$ cat src/dasi_regs.svh
// Purpose: constants for the disc address intake and seek status block
// Assumes: 100 MHz ref_clk_i
// Notes: field widths follow the default address layout
`ifndef DASI_REGS_SVH
`define DASI_REGS_SVH
`define DASI_REC_W 8
`define DASI_POS_W 6
`define DASI_DISC_W 5
`define DASI_CHAN_W 4
`define DASI_ADDR_W 26
`define DASI_FH_GROUPS 12
`define DASI_CLK_MHZ 100
`define DASI_STROBE_DLY_NS 500
`define DASI_STROBE_DLY_CYC ((`DASI_STROBE_DLY_NS * `DASI_CLK_MHZ + 999) / 1000)
`define DASI_STROBE_GAP_CYC 4
`define DASI_WRONG_CMD_NS 5000
`define DASI_WRONG_CMD_CYC ((`DASI_WRONG_CMD_NS * `DASI_CLK_MHZ) / 1000)
`define DASI_WINDOW_CYC 64
`endif

$ cat src/dasi_pkg.sv
// Purpose: types for the disc address intake block
// Assumes: none
// Notes: state codes written out
package dasi_pkg;
  typedef enum logic [2:0] {
    ST_IDLE = 3'b000,
    ST_WAIT = 3'b001,
    ST_SHIFT = 3'b010,
    ST_DECIDE = 3'b011,
    ST_ANSWER = 3'b100,
    ST_VERIFIED = 3'b101,
    ST_XFER = 3'b110,
    ST_WINDOW = 3'b111
  } dasi_state_type;
endpackage

$ cat src/dasi_top.sv
// Purpose: serial address intake, decode and seek/transfer status signalling
// Assumes: pins pass two flip-flops; disc-side status arrives as levels and pulses
// Notes: all outputs registered
`timescale 1ns/10ps
`include "dasi_regs.svh"
module dasi_top #(
  parameter int REC_BITS = `DASI_REC_W,
  parameter bit FIXED_HEAD_OPT = 1'b1,
  parameter bit WIDE_CHAN_OPT = 1'b1,
  parameter bit ZONED_HEADS = 1'b0
) (
  input wire logic ref_clk_i,
  input wire logic sys_rst_i,
  input wire logic connect_i,
  input wire logic write_data_i,
  input wire logic area_conflict_i,
  input wire logic held_elsewhere_i,
  input wire logic track_confirmed_i,
  input wire logic sector_before_i,
  input wire logic header_end_i,
  input wire logic record_end_i,
  input wire logic prelude_i,
  input wire logic stop_i,
  output logic bit_strobe_o,
  output logic seek_accepted_o,
  output logic area_conflict_o,
  output logic track_verified_o,
  output logic sector_approach_o,
  output logic channel_held_o,
  output logic header_area_done_o,
  output logic record_area_done_o,
  output logic wrong_command_o,
  output logic parity_error_o,
  output logic improper_address_o,
  output logic seek_start_o,
  output logic first_avail_o,
  output logic fixed_head_o,
  output logic [2:0] head_sel_o,
  output logic [7:0] sector_o,
  output logic [`DASI_POS_W-1:0] position_o,
  output logic [`DASI_DISC_W-1:0] disc_o,
  output logic [`DASI_CHAN_W-1:0] channel_o,
  output dasi_pkg::dasi_state_type state_o
);
  import dasi_pkg::*;

  // ----------------------------------------
  // Constants and helpers
  // ----------------------------------------
  localparam int FH_W = FIXED_HEAD_OPT ? 1 : 0;
  localparam int CH_W = WIDE_CHAN_OPT ? `DASI_CHAN_W : 2;
  localparam int LEN = 1 + FH_W + REC_BITS + `DASI_POS_W + `DASI_DISC_W + CH_W + 1;
  localparam logic [5:0] LEN6 = 6'(LEN);
  localparam logic [11:0] STROBE_DLY = 12'(`DASI_STROBE_DLY_CYC);
  localparam logic [11:0] GAP = 12'(`DASI_STROBE_GAP_CYC);
  localparam logic [11:0] WIN = 12'(`DASI_WINDOW_CYC);

  // Field extraction from the assembled word, low bits first
  function automatic logic [7:0] field_of(input logic [`DASI_ADDR_W-1:0] w,
                                          input int lsb, input int width);
    logic [7:0] r;
    r = 8'h00;
    for (int i = 0; i < 8; i++) begin
      if (i < width && lsb + i < `DASI_ADDR_W) begin
        r[i] = w[lsb+i];
      end
    end
    return r;
  endfunction

  // ----------------------------------------
  // Input synchronisers
  // ----------------------------------------
  logic [9:0] meta;
  logic [9:0] sync;
  logic connect_d;
  // Only the second stage is read; the first may still be settling
  always_ff @(posedge ref_clk_i) begin
    meta <= {stop_i, prelude_i, record_end_i, header_end_i, sector_before_i,
             track_confirmed_i, held_elsewhere_i, area_conflict_i, write_data_i,
             connect_i};
    sync <= meta;
    connect_d <= sync[0];
  end
  wire connect_p = sync[0] & ~connect_d;
  wire wdata = sync[1];
  wire conflict_s = sync[2];
  wire held_s = sync[3];
  wire confirmed_s = sync[4];
  wire before_s = sync[5];
  wire hdr_end_s = sync[6];
  wire rec_end_s = sync[7];
  wire prelude_s = sync[8];
  wire stop_s = sync[9];

  // ----------------------------------------
  // Sequencer
  // ----------------------------------------
  dasi_state_type state;
  logic [11:0] tmr;
  logic [5:0] bit_cnt;
  logic [`DASI_ADDR_W-1:0] addr;
  logic strobe;
  // A connect is only taken once the previous address has been answered
  wire connect_ok = connect_p && (state == ST_IDLE || state >= ST_ANSWER);

  always_ff @(posedge ref_clk_i) begin
    if (sys_rst_i) begin
      state <= ST_IDLE;
      tmr <= 12'h000;
      bit_cnt <= 6'h00;
      addr <= '0;
      strobe <= 1'b0;
    end else begin
      strobe <= 1'b0;
      unique case (state)
        ST_WAIT: begin
          if (tmr >= STROBE_DLY) begin
            strobe <= 1'b1;
            tmr <= 12'h000;
            state <= ST_SHIFT;
          end else begin
            tmr <= tmr + 12'h001;
          end
        end
        ST_SHIFT: begin
          // Sample one gap after each strobe; host drives bit on strobe
          // Host gets one cycle from strobe to pin; a slower host needs a wider gap
          if (tmr == GAP) begin
            addr[bit_cnt[4:0]] <= wdata;
            tmr <= 12'h000;
            if (bit_cnt == LEN6 - 6'h01) begin
              state <= ST_DECIDE;
            end else begin
              bit_cnt <= bit_cnt + 6'h01;
              strobe <= 1'b1;
            end
          end else begin
            tmr <= tmr + 12'h001;
          end
        end
        ST_DECIDE: begin
          state <= ST_ANSWER;
        end
        ST_ANSWER: begin
          // Leave for the verified state once an accepted seek is confirmed
          if (seek_accepted_o && confirmed_s) begin
            state <= ST_VERIFIED;
          end
        end
        ST_VERIFIED: begin
          if (prelude_s) begin
            state <= ST_XFER;
          end
        end
        ST_XFER: begin
          if (rec_end_s) begin
            tmr <= 12'h000;
            state <= ST_WINDOW;
          end
        end
        ST_WINDOW: begin
          // Host stop or the time limit closes the window
          if (stop_s || tmr == WIN) begin
            state <= ST_VERIFIED;
          end else if (prelude_s) begin
            state <= ST_XFER;
          end else begin
            tmr <= tmr + 12'h001;
          end
        end
        ST_IDLE: ;
      endcase
      // New connect restarts intake unless an address is still unanswered
      if (connect_ok) begin
        state <= ST_WAIT;
        tmr <= 12'h000;
        bit_cnt <= 6'h00;
        addr <= '0;
      end
    end
  end
  assign state_o = state;

  // ----------------------------------------
  // Field decode
  // ----------------------------------------
  localparam int P_REC = 1 + FH_W;
  localparam int P_POS = P_REC + REC_BITS;
  localparam int P_DISC = P_POS + `DASI_POS_W;
  localparam int P_CH = P_DISC + `DASI_DISC_W;
  wire fa_bit = addr[0];
  wire fh_bit = FIXED_HEAD_OPT ? addr[1] : 1'b0;
  wire [7:0] rec = field_of(addr, P_REC, REC_BITS);
  wire [7:0] pos8 = field_of(addr, P_POS, `DASI_POS_W);
  wire [7:0] disc8 = field_of(addr, P_DISC, `DASI_DISC_W);
  wire [7:0] ch8 = field_of(addr, P_CH, CH_W);
  wire par_ok = ^addr;
  // Group limit covers the whole position field, not only its low bits
  wire fh_bad = fh_bit && (pos8[5:0] > 6'h0B);
  // Head order: alternate outer/inner, or four outer then four inner
  wire [2:0] head = ZONED_HEADS ? rec[2:0] : {rec[0], rec[2:1]};

  // Decoded fields hold until the next address reaches the decide state
  always_ff @(posedge ref_clk_i) begin
    if (sys_rst_i) begin
      first_avail_o <= 1'b0;
      fixed_head_o <= 1'b0;
      head_sel_o <= 3'h0;
      sector_o <= 8'h00;
      position_o <= '0;
      disc_o <= '0;
      channel_o <= '0;
      seek_start_o <= 1'b0;
    end else begin
      seek_start_o <= 1'b0;
      if (state == ST_DECIDE) begin
        first_avail_o <= fa_bit;
        fixed_head_o <= fh_bit;
        // First-available only drops the sector: head, position, disc and channel kept
        head_sel_o <= head;
        sector_o <= fa_bit ? 8'h00 : {3'h0, rec[7:3]};
        position_o <= fh_bit ? {2'h0, pos8[3:0]} : pos8[5:0];
        disc_o <= disc8[4:0];
        channel_o <= ch8[3:0];
        seek_start_o <= par_ok && !fh_bad;
      end
    end
  end

  // ----------------------------------------
  // Answers to the host
  // ----------------------------------------
  always_ff @(posedge ref_clk_i) begin
    if (sys_rst_i) begin
      seek_accepted_o <= 1'b0;
      area_conflict_o <= 1'b0;
      channel_held_o <= 1'b0;
      parity_error_o <= 1'b0;
      improper_address_o <= 1'b0;
      track_verified_o <= 1'b0;
    end else if (connect_ok) begin
      seek_accepted_o <= 1'b0;
      area_conflict_o <= 1'b0;
      channel_held_o <= 1'b0;
      parity_error_o <= 1'b0;
      improper_address_o <= 1'b0;
      track_verified_o <= 1'b0;
    end else if (state == ST_DECIDE) begin
      parity_error_o <= !par_ok;
      improper_address_o <= par_ok && fh_bad;
      if (par_ok && !fh_bad) begin
        channel_held_o <= held_s;
        area_conflict_o <= !held_s && conflict_s;
        seek_accepted_o <= !held_s && !conflict_s;
      end
    end else begin
      // Busy turns into accepted once the other channel lets the area go
      if (area_conflict_o && !conflict_s) begin
        area_conflict_o <= 1'b0;
        seek_accepted_o <= 1'b1;
      end
      if (state >= ST_ANSWER && seek_accepted_o && confirmed_s) begin
        track_verified_o <= 1'b1;
      end
    end
  end

  // ----------------------------------------
  // Out-of-sequence connect
  // ----------------------------------------
  // Flag within four cycles; the second address is never taken
  always_ff @(posedge ref_clk_i) begin
    if (sys_rst_i) begin
      wrong_command_o <= 1'b0;
    end else begin
      if (connect_p && !connect_ok) begin
        wrong_command_o <= 1'b1;
      end else if (connect_ok) begin
        wrong_command_o <= 1'b0;
      end
    end
  end

  // ----------------------------------------
  // Transfer framing
  // ----------------------------------------
  always_ff @(posedge ref_clk_i) begin
    if (sys_rst_i) begin
      bit_strobe_o <= 1'b0;
      sector_approach_o <= 1'b0;
      header_area_done_o <= 1'b0;
      record_area_done_o <= 1'b0;
    end else begin
      bit_strobe_o <= strobe;
      // A taken connect drops verified at this edge, so approach drops too
      sector_approach_o <= (state == ST_VERIFIED || state == ST_WINDOW) && !connect_ok
                           && track_verified_o && before_s;
      // Done notices only count while a transfer is open
      header_area_done_o <= (state == ST_XFER) && hdr_end_s;
      record_area_done_o <= (state == ST_XFER) && rec_end_s;
    end
  end
endmodule

$ cat config.mk
export PLATFORM = sky130hd
export DESIGN_NAME = dasi_top
export DESIGN_NICKNAME = d
export VERILOG_FILES = /design/src/dasi_pkg.sv /design/src/dasi_top.sv
export VERILOG_INCLUDE_DIRS = /design/src
export SDC_FILE = /design/constraint.sdc
export NUM_CORES = 1
export LEC_CHECK = 0
export BUFFER_PORTS_ARGS = -buffer_cell sky130_fd_sc_hd__buf_4
export CAP_MARGIN = 10
export CORE_MARGIN = 3
export CORE_UTILIZATION = 40
export DETAILED_ROUTE_END_ITERATION = 12
export GPL_TIMING_DRIVEN = 0
export MAX_ROUTING_LAYER = met4
export PLACE_DENSITY = 0.64
export SLEW_MARGIN = 20
export SYNTH_ARGS = -nofsm -noshare
export SYNTH_HDL_FRONTEND = slang
export SYNTH_SLANG_ARGS = --single-unit
$ cat constraint.sdc
create_clock -name ref_clk_i -period 2.49 [get_ports ref_clk_i]
set_clock_uncertainty 0.15 [all_clocks]
set_input_delay 0.249 -clock ref_clk_i [delete_from_list [all_inputs] [get_ports ref_clk_i]]
set_output_delay 0.249 -clock ref_clk_i [all_outputs]
set_load 0.005 [all_outputs]
Word-level counts from Yosys, hierarchy flattened
Index checks and enable logic that the tools add are counted.
{ "word_totals": {"reg_bits": 109, "latch_bits": 0, "ram_bits": 0, "romBits": 0, "in_bits": 12, "output_inout_bits": 43, "wordCells": 136, "mem_count": 0} }
{ "classes": {"n_addsub": 2, "n_mul": 0, "div": 0, "n_lt_le_gt_ge": 5, "n_eq_ne": 23, "shifts": 0, "n_mux": 32, "bitwise_logic": 4, "n_reduce_logical": 42} }
{ "ops": {"columns": ["op", "count"], "rows": [
  ["$mux 12", 5],
  ["$pmux 12 s4", 1],
  ["$bwmux 26", 1],
  ["$reduce_xor 26->1", 1],
  ["$mux 3", 7],
  ["$pmux 3 s7", 1],
  ["$logic_and 1x1->1", 17],
  ["$ne 3x3->1 const B", 5],
  ["$ne 2x2->1 const B", 7],
  ["$mux 1", 13],
  ["$add 12x1->12 const B", 1],
  ["$eq 12x3->1 const B", 1],
  ["$eq 12x7->1 const B", 1],
  ["$eq 3x3->1 const B", 4],
  ["$ge 12x6->1 const B", 1],
  ["$reduce_and 6->1", 2],
  ["$reduce_and 2->1", 4],
  ["$reduce_bool 8->1", 1],
  ["$reduce_bool 7->1", 1],
  ["$add 6x1->6 const B", 1],
  ["$eq 3x2->1 const B", 2],
  ["$eq 6x5->1 const B", 1],
  ["$gt 6x4->1 const B", 1],
  ["$lt 5x6->1 const B", 1],
  ["other kinds (18)", 28]
]} }

Depth between registers and ports, before layout
Gate-level depths: netlist (run 1).
{ "depth": {"depth_word": 7, "depth_mapped": 9, "ltp_nobuf": 8} }

Worst setup path before layout (run 1)
OpenSTA, ideal clock, no wires.
{ "synth_timing": {"kind": "reg2reg", "startpoint": "register tmr[0]", "endpoint": "register state[0] (netlist: state_o[0])", "setup_time_ns": 0.074, "arrival_time_ns": 2.344, "required_ns": 2.266, "setup_slack_ns": -0.078, "path_stages_with_launch": 8, "path_buffers": 0, "synth_period_minus_slack_ns": 2.568, "path_cell_list": "dfxtp_1 inv_1 ha_1 or4b_1 or4b_4 or3_1 a221o_1 a31oi_1"} }
{ "synth_via": {"elab_chain_len": 5, "elab_cells_between_ends": 10, "classes_between": "order compare: 1; eq/ne: 4; mux: 3; reduce/logical: 2"} }
{ "synth_rtl": {"columns": ["item", "line_no", "rtl"], "rows": [
  ["start, declared", "dasi_top.sv:100", "logic [11:0] tmr;"],
  ["start signal, assigned", "dasi_top.sv:123", "tmr <= tmr + 12'h001;"],
  ["start signal, assigned", "dasi_top.sv:139", "tmr <= tmr + 12'h001;"],
  ["start signal, assigned", "dasi_top.sv:169", "tmr <= tmr + 12'h001;"],
  ["parallel branches: the longest is 5 deep, another holds $ge 12x6->1", null, null],
  ["end signal, assigned", "dasi_top.sv:165", "state <= ST_VERIFIED;"],
  ["end signal, assigned", "dasi_top.sv:167", "state <= ST_XFER;"],
  ["end signal, assigned", "dasi_top.sv:176", "state <= ST_WAIT;"],
  ["end, declared", "dasi_top.sv:99", "dasi_state_type state;"]
]} }
Parallel ways; which one is timed is not known.
A chain may end at the register's enable or synchronous reset.

Worst setup path after layout (run 1)
{ "layout_timing": {"startpoint": "register tmr[1]", "endpoint": "register state[0] (netlist: state_o[0])"} }
The elaborated chain is that of the path after synthesis.

==> run metrics, run 1 <==
Yosys top cell by area=dfxtp_1; synthesized cell area=0.00439 sq mm; Final Critical Period=2730 ps; clock buffer depth=2; CTS root buffer=clkbuf_8; Final Cell Area=0.00562 sq mm; number of global-route vias before repair=3754; Core ar.=0.0105 sq mm; TritonCTS clock tree=done; initial core utilization=0.417; Clk pin slew, worst setup/hold paths=90 ps; post-synth top area share=0.484; most common cell after layout, fill and taps aside=dfxtp_1; gr usage total=0.179; DP Wirelength=7600 microns; net switching power=0.725 mW; P_leak=2.07 nW; synth-to-layout area growth=28.2%; share of cells above drive strength 1=0.249; yosys warns=0; clock group share of total power=0.366; Via-to-Cell Ratio=5.16; Worst slew margin=0.536; Critical Path Source Type=register; die width=111 microns; TritonCTS Buffers=9; routed via count=3767; post-route ant nets=0; Fin. Hold Viols=0; status=finished with violations; crit-path most repeated cell=or4b_4; largest net degree at the start of global routing=17; VDD IR max=0.266 mV; clk_lat worst skew=370 ps; Hold Crit Class=reg -> reg; Antenna Cells=0; pwr dens=551 mW/mm^2; GPL Wtd Cong=0.859; post-detailed-route wirelength per cell=14.9 microns; placed cell area=0.00496 sq mm; first-pass GRT wire length=17900 microns; Sink Count=106; register bit count reported by yosys=106; worst-path cell chain=inv_4 > ha_4 > or4b_4 > or4b_4 > buf_6 > or3_1 > a221o_1 > a31oi_1; Slew @ Worst Pin=691 ps; Gate power share=0.073; final core utilization=0.535; failing checks=negative setup slack; Reg power frac=0.561; Setup WS post-layout=-239 ps; syn avg cell area=8.69 sq um; Die Area=0.0123 sq mm; Peak Freq=0.366 GHz; DIE HEIGHT=111 microns; crit end category=register; Pint=2.38 mW; Crit Path Max Fanout=3; Worst Path Arrival=2870 ps; Async SR Flop Fraction=0; Cells after Synth=505; max incr delay on CP=570 ps; Max-cap violations=0; IO Count=55; predominant post-synthesis flop cell=dfxtp_1; # DRC=0; Critical Path RT=2630 ps; RSZ-0062 raised after global routing=yes; Seq/Total Area, Yosys=0.484; switching fraction of total power=0.234; worst hold margin=184 ps; final setup vio count=34; kind of critical path=reg -> reg; Distinct cells, synth=50; drt first pass iters=5; row cnt=37; CTS H-tree lvls=3; initial antenna violation count=0; IO buf count=51; layout filler cell count=941; Tcrit/Tclk final=1.10; Post-synth EDFFs=0; fin nets=614; most frequent cells in the layout=104 x dfxtp_1, 66 x buf_4, 56 x nand2_1; Max Slew Vio Count=0; gr ovfl total=0; DR iter-0 viols=331; final wirelength=10900 microns; cell at the slowest stage of the critical path=or4b_4; Synth area leaders=dfxtp_1 48%, a21oi_1 6.7%, nand2_1 5.0%
-- final timing paths --
path	from	to	slack, ps	cells after the start
hold reg to reg	meta[2]	sync[2]	180	0
setup reg to reg	tmr[1]	state_o[0]	-240	8
setup / recovery	tmr[1]	state_o[0]	-240	8
hold / removal	meta[2]	sync[2]	180	0
-- routing by layer --
layer  share of wire  routed length, microns  track usage
met4           0.015                     159       0.0608
met1            0.45                    4930        0.225
met5               0                       0            -
met2            0.48                    5210        0.285
met3           0.052                     560       0.0404
-- through the flow --
step	worst slack, ps	cells	total power, mW	setup TNS (ps)
after floorplan	-76.1	507	1.89	-1610
after global placement	-363	694	1.95	-12780
after detailed placement	-394	694	1.96	-14100
after CTS	-193	730	3.10	-4300
after global routing	-296	730	3.20	-8940
final	-239	730	3.10	-5760
-- critical path: cells and delay by family, from the launching register on --
kind / cells / cell delay (ps)
AND/OR/NAND/NOR: 3 / 1320
AO/OA/AOI/OAI: 2 / 500
flip-flops: 1 / 360
buffers and inverters: 2 / 210
adder cells (fa/ha/maj): 1 / 110
-- timing repair --
item / CTS / global route
gates resized for setup: 33 / 62
hold endpoints to repair: 11 / 0
hold buffers: 11 / 0
pin swaps: 10 / 24
setup buffers: 11 / 4
setup endpoints to repair: 49 / 55
-- area by class of cell --
cell class / instances / area [sq um] / share of cell area
Multi-Input combinational cell: 352 / 2300 / 0.410
Timing Repair Buffer: 76 / 613 / 0.109
Clock inverter: 4 / 76.3 / 0.0136
Tap cell: 136 / 170 / 0.0303
Inverter: 17 / 68.8 / 0.0122
Buffer: 29 / 133 / 0.0236
Sequential cell: 106 / 2130 / 0.379
Clock buffer: 10 / 128 / 0.0227
-- synth_stat cells (2+ instances only) --
cell,number
or3_1,3
dfxtp_1,106
xnor2_1,20
nand3b_1,7
a21oi_1,59
and3b_1,3
and2_1,3
clkbuf_1,25
and3_1,5
nor2_1,38
a31oi_1,3
nor3_1,8
nand3_1,33
nor4_1,2
o41ai_1,2
nor4b_1,2
nand2_1,59
xor2_1,15
buf_4,5
o31ai_1,2
nor2b_1,3
nand4_1,8
a211o_1,3
nand2b_1,3
ha_1,11
and2_0,3
inv_1,17
o21ai_0,35
-- power by group through the flow --
stage | Combinational [mW] | Clock (mW) | Sequential, mW
6_report | 0.226 | 1.13 | 1.74
5_1_grt | 0.251 | 1.21 | 1.74
4_1_cts | 0.213 | 1.15 | 1.74
3_5_place_dp | 0.175 | 0 | 1.78
3_3_place_gp | 0.168 | 0 | 1.78
2_1_floorplan | 0.115 | 0 | 1.78
-- state kept, by name (all words and copies together) (netlist names), 4 cells and up --
| signal | cells |
|---|---|
| bit_cnt | 6 |
| sync | 10 |
| position_o | 6 |
| tmr | 12 |
| meta | 10 |
| disc_o | 5 |
| channel_o | 4 |
| sector_o | 5 |
| addr | 26 |
-- kinds of logic (layout without fill, tap and decap cells) --
| kind of cell | Yosys count | count (layout) | share of synthesized area |
|---|---|---|---|
| XOR/XNOR | 36 | 36 | 0.0750 |
| AND/OR/NAND/NOR | 189 | 189 | 0.219 |
| buffers and inverters | 49 | 136 | 0.0465 |
| other | 1 | 3 | 0.000855 |
| multiplexers | 1 | 1 | 0.00228 |
| flip-flops | 106 | 106 | 0.484 |
| AO/OA/AOI/OAI | 112 | 112 | 0.141 |
| adder cells (fa/ha/maj) | 11 | 11 | 0.0314 |
(Power assumes the default switching activity.)
==> inputs of run 2 (changes only) <==
Settings changed: CAP_MARGIN 10 to not set, CORE_UTILIZATION 40 to 52, PLACE_DENSITY 0.64 to 0.79, RECOVER_POWER set to 100.
==> run metrics, run 2 (same netlist as run 1, synthesis figures left out) <==
initial antenna violation count=0; post-detailed-route wirelength per cell=15.3 microns; Largest register FFs=26; gr usage total=0.228; placed cell area=0.00492 sq mm; CTS root buffer=clkbuf_8; Tcrit/Tclk final=1.06; Fin. Hold Viols=0; GPL Wtd Cong=0.884; cell at the slowest stage of the critical path=or4b_4; Critical Path RT=2630 ps; clk_lat worst skew=360 ps; number of global-route vias before repair=3726; TritonCTS clock tree=done; routed via count=3899; IO buf count=51; Slew @ Worst Pin=758 ps; post-route ant nets=0; synth-to-layout area growth=23.8%; most common cell after layout, fill and taps aside=dfxtp_1; clock buffer depth=2; Sink Count=106; largest net degree at the start of global routing=19; status=finished with violations; crit end category=register; Antenna Cells=0; Final Power=2.94 mW; Core ar.=0.00797 sq mm; row cnt=32; kind of critical path=reg -> reg; DIE HEIGHT=97.8 microns; Max Slew Vio Count=0; drt first pass iters=5; Hold Crit Class=reg -> reg; Final Cell Area=0.00543 sq mm; CTS H-tree lvls=3; CP Buf/Inv Count=2; DP Wirelength=7470 microns; Worst Path Arrival=2780 ps; Largest regs=addr x26, tmr x12; Final Critical Period=2640 ps; final setup vio count=46; failing checks=negative setup slack; DR iter-0 viols=291; cell family with most CP delay=simple AND/OR/NAND/NOR gates; TritonCTS Buffers=9; max incr delay on CP=550 ps; Max-cap violations=0; Via-to-Cell Ratio=5.58; Setup WS post-layout=-155 ps; initial core utilization=0.551; VDD IR max=0.355 mV; gr ovfl total=0; final wirelength=10700 microns; die width=97.8 microns; final core utilization=0.681; IO Count=55; Critical Path Source Type=register; P_leak=2.02 nW; worst-path cell chain=inv_2 > ha_1 > or4b_4 > or4b_4 > nor3_4 > buf_12 > and2_2 > nand3_1 > a21oi_1; RSZ-0062 raised after global routing=yes; share of cells above drive strength 1=0.209; Clk pin slew, worst setup/hold paths=100 ps; Peak Freq=0.378 GHz; fin nets=615; crit-path most repeated cell=or4b_4; Reg with most FFs=addr; pwr dens=541 mW/mm^2; most frequent cells in the layout=104 x dfxtp_1, 56 x nand2_1, 49 x clkbuf_4; Die Area=0.00957 sq mm; first-pass GRT wire length=17600 microns; # DRC=0; Worst slew margin=0.489; Crit Path Max Fanout=9
run 2: power breakdown:
group | internal, mW | total [mW] | switching, mW
combinational | 0.0997 | 0.236 | 0.136
clock | 0.377 | 0.965 | 0.588
sequential | 1.72 | 1.74 | 0.0164
total | 2.20 | 2.94 | 0.740
run 2: stage by stage:
stage / worst slack, ps / instances / hold WS (ps) / TNS [ps]
floorplan: -76.1 / 507 / 127 / -1610
global placement: -325 / 660 / 161 / -11570
detailed placement: -454 / 660 / 164 / -14140
CTS: -149 / 693 / 185 / -3880
global route: -252 / 699 / 181 / -8450
finish: -155 / 699 / 175 / -4140
run 2: path summary, 6_finish.rpt:
check                              from  endpoint  slack (ps)  cells past startpoint
worst max register to register   tmr[0]   addr[3]        -150                      9
worst min-delay path            meta[0]   sync[0]         180                      0
worst max-delay path             tmr[0]   addr[3]        -150                      9
worst min register to register  meta[0]   sync[0]         180                      0
run 2: final cells by class:
cell class | count | area, sq um
timing repair buffer | 74 | 592
buffer | 32 | 163
inverter | 17 | 63.8
clock inverter | 6 | 50.0
tap | 102 | 128
sequential | 106 | 2130
fill | 614 | 2540
multi-input combinational | 352 | 2180
clock buffer | 10 | 128
run 2: per-layer routing:
| metal | routed length (microns) | global-route usage |
|---|---|---|
| met3 | 594 | 0.0500 |
| met2 | 5250 | 0.373 |
| met5 | 0 | - |
| met4 | 213 | 0.0692 |
| met1 | 4650 | 0.283 |
run 2: repair_timing:
| action | in CTS | in global routing |
|---|---|---|
| resized for setup | 20 | 36 |
| gates cloned | 0 | 1 |
| setup endpoints to repair | 48 | 55 |
| pin swaps | 6 | 4 |
| buffers inserted | 6 | 5 |
| hold buffers | 11 | 0 |
| endpoints found under the hold margin | 11 | 0 |
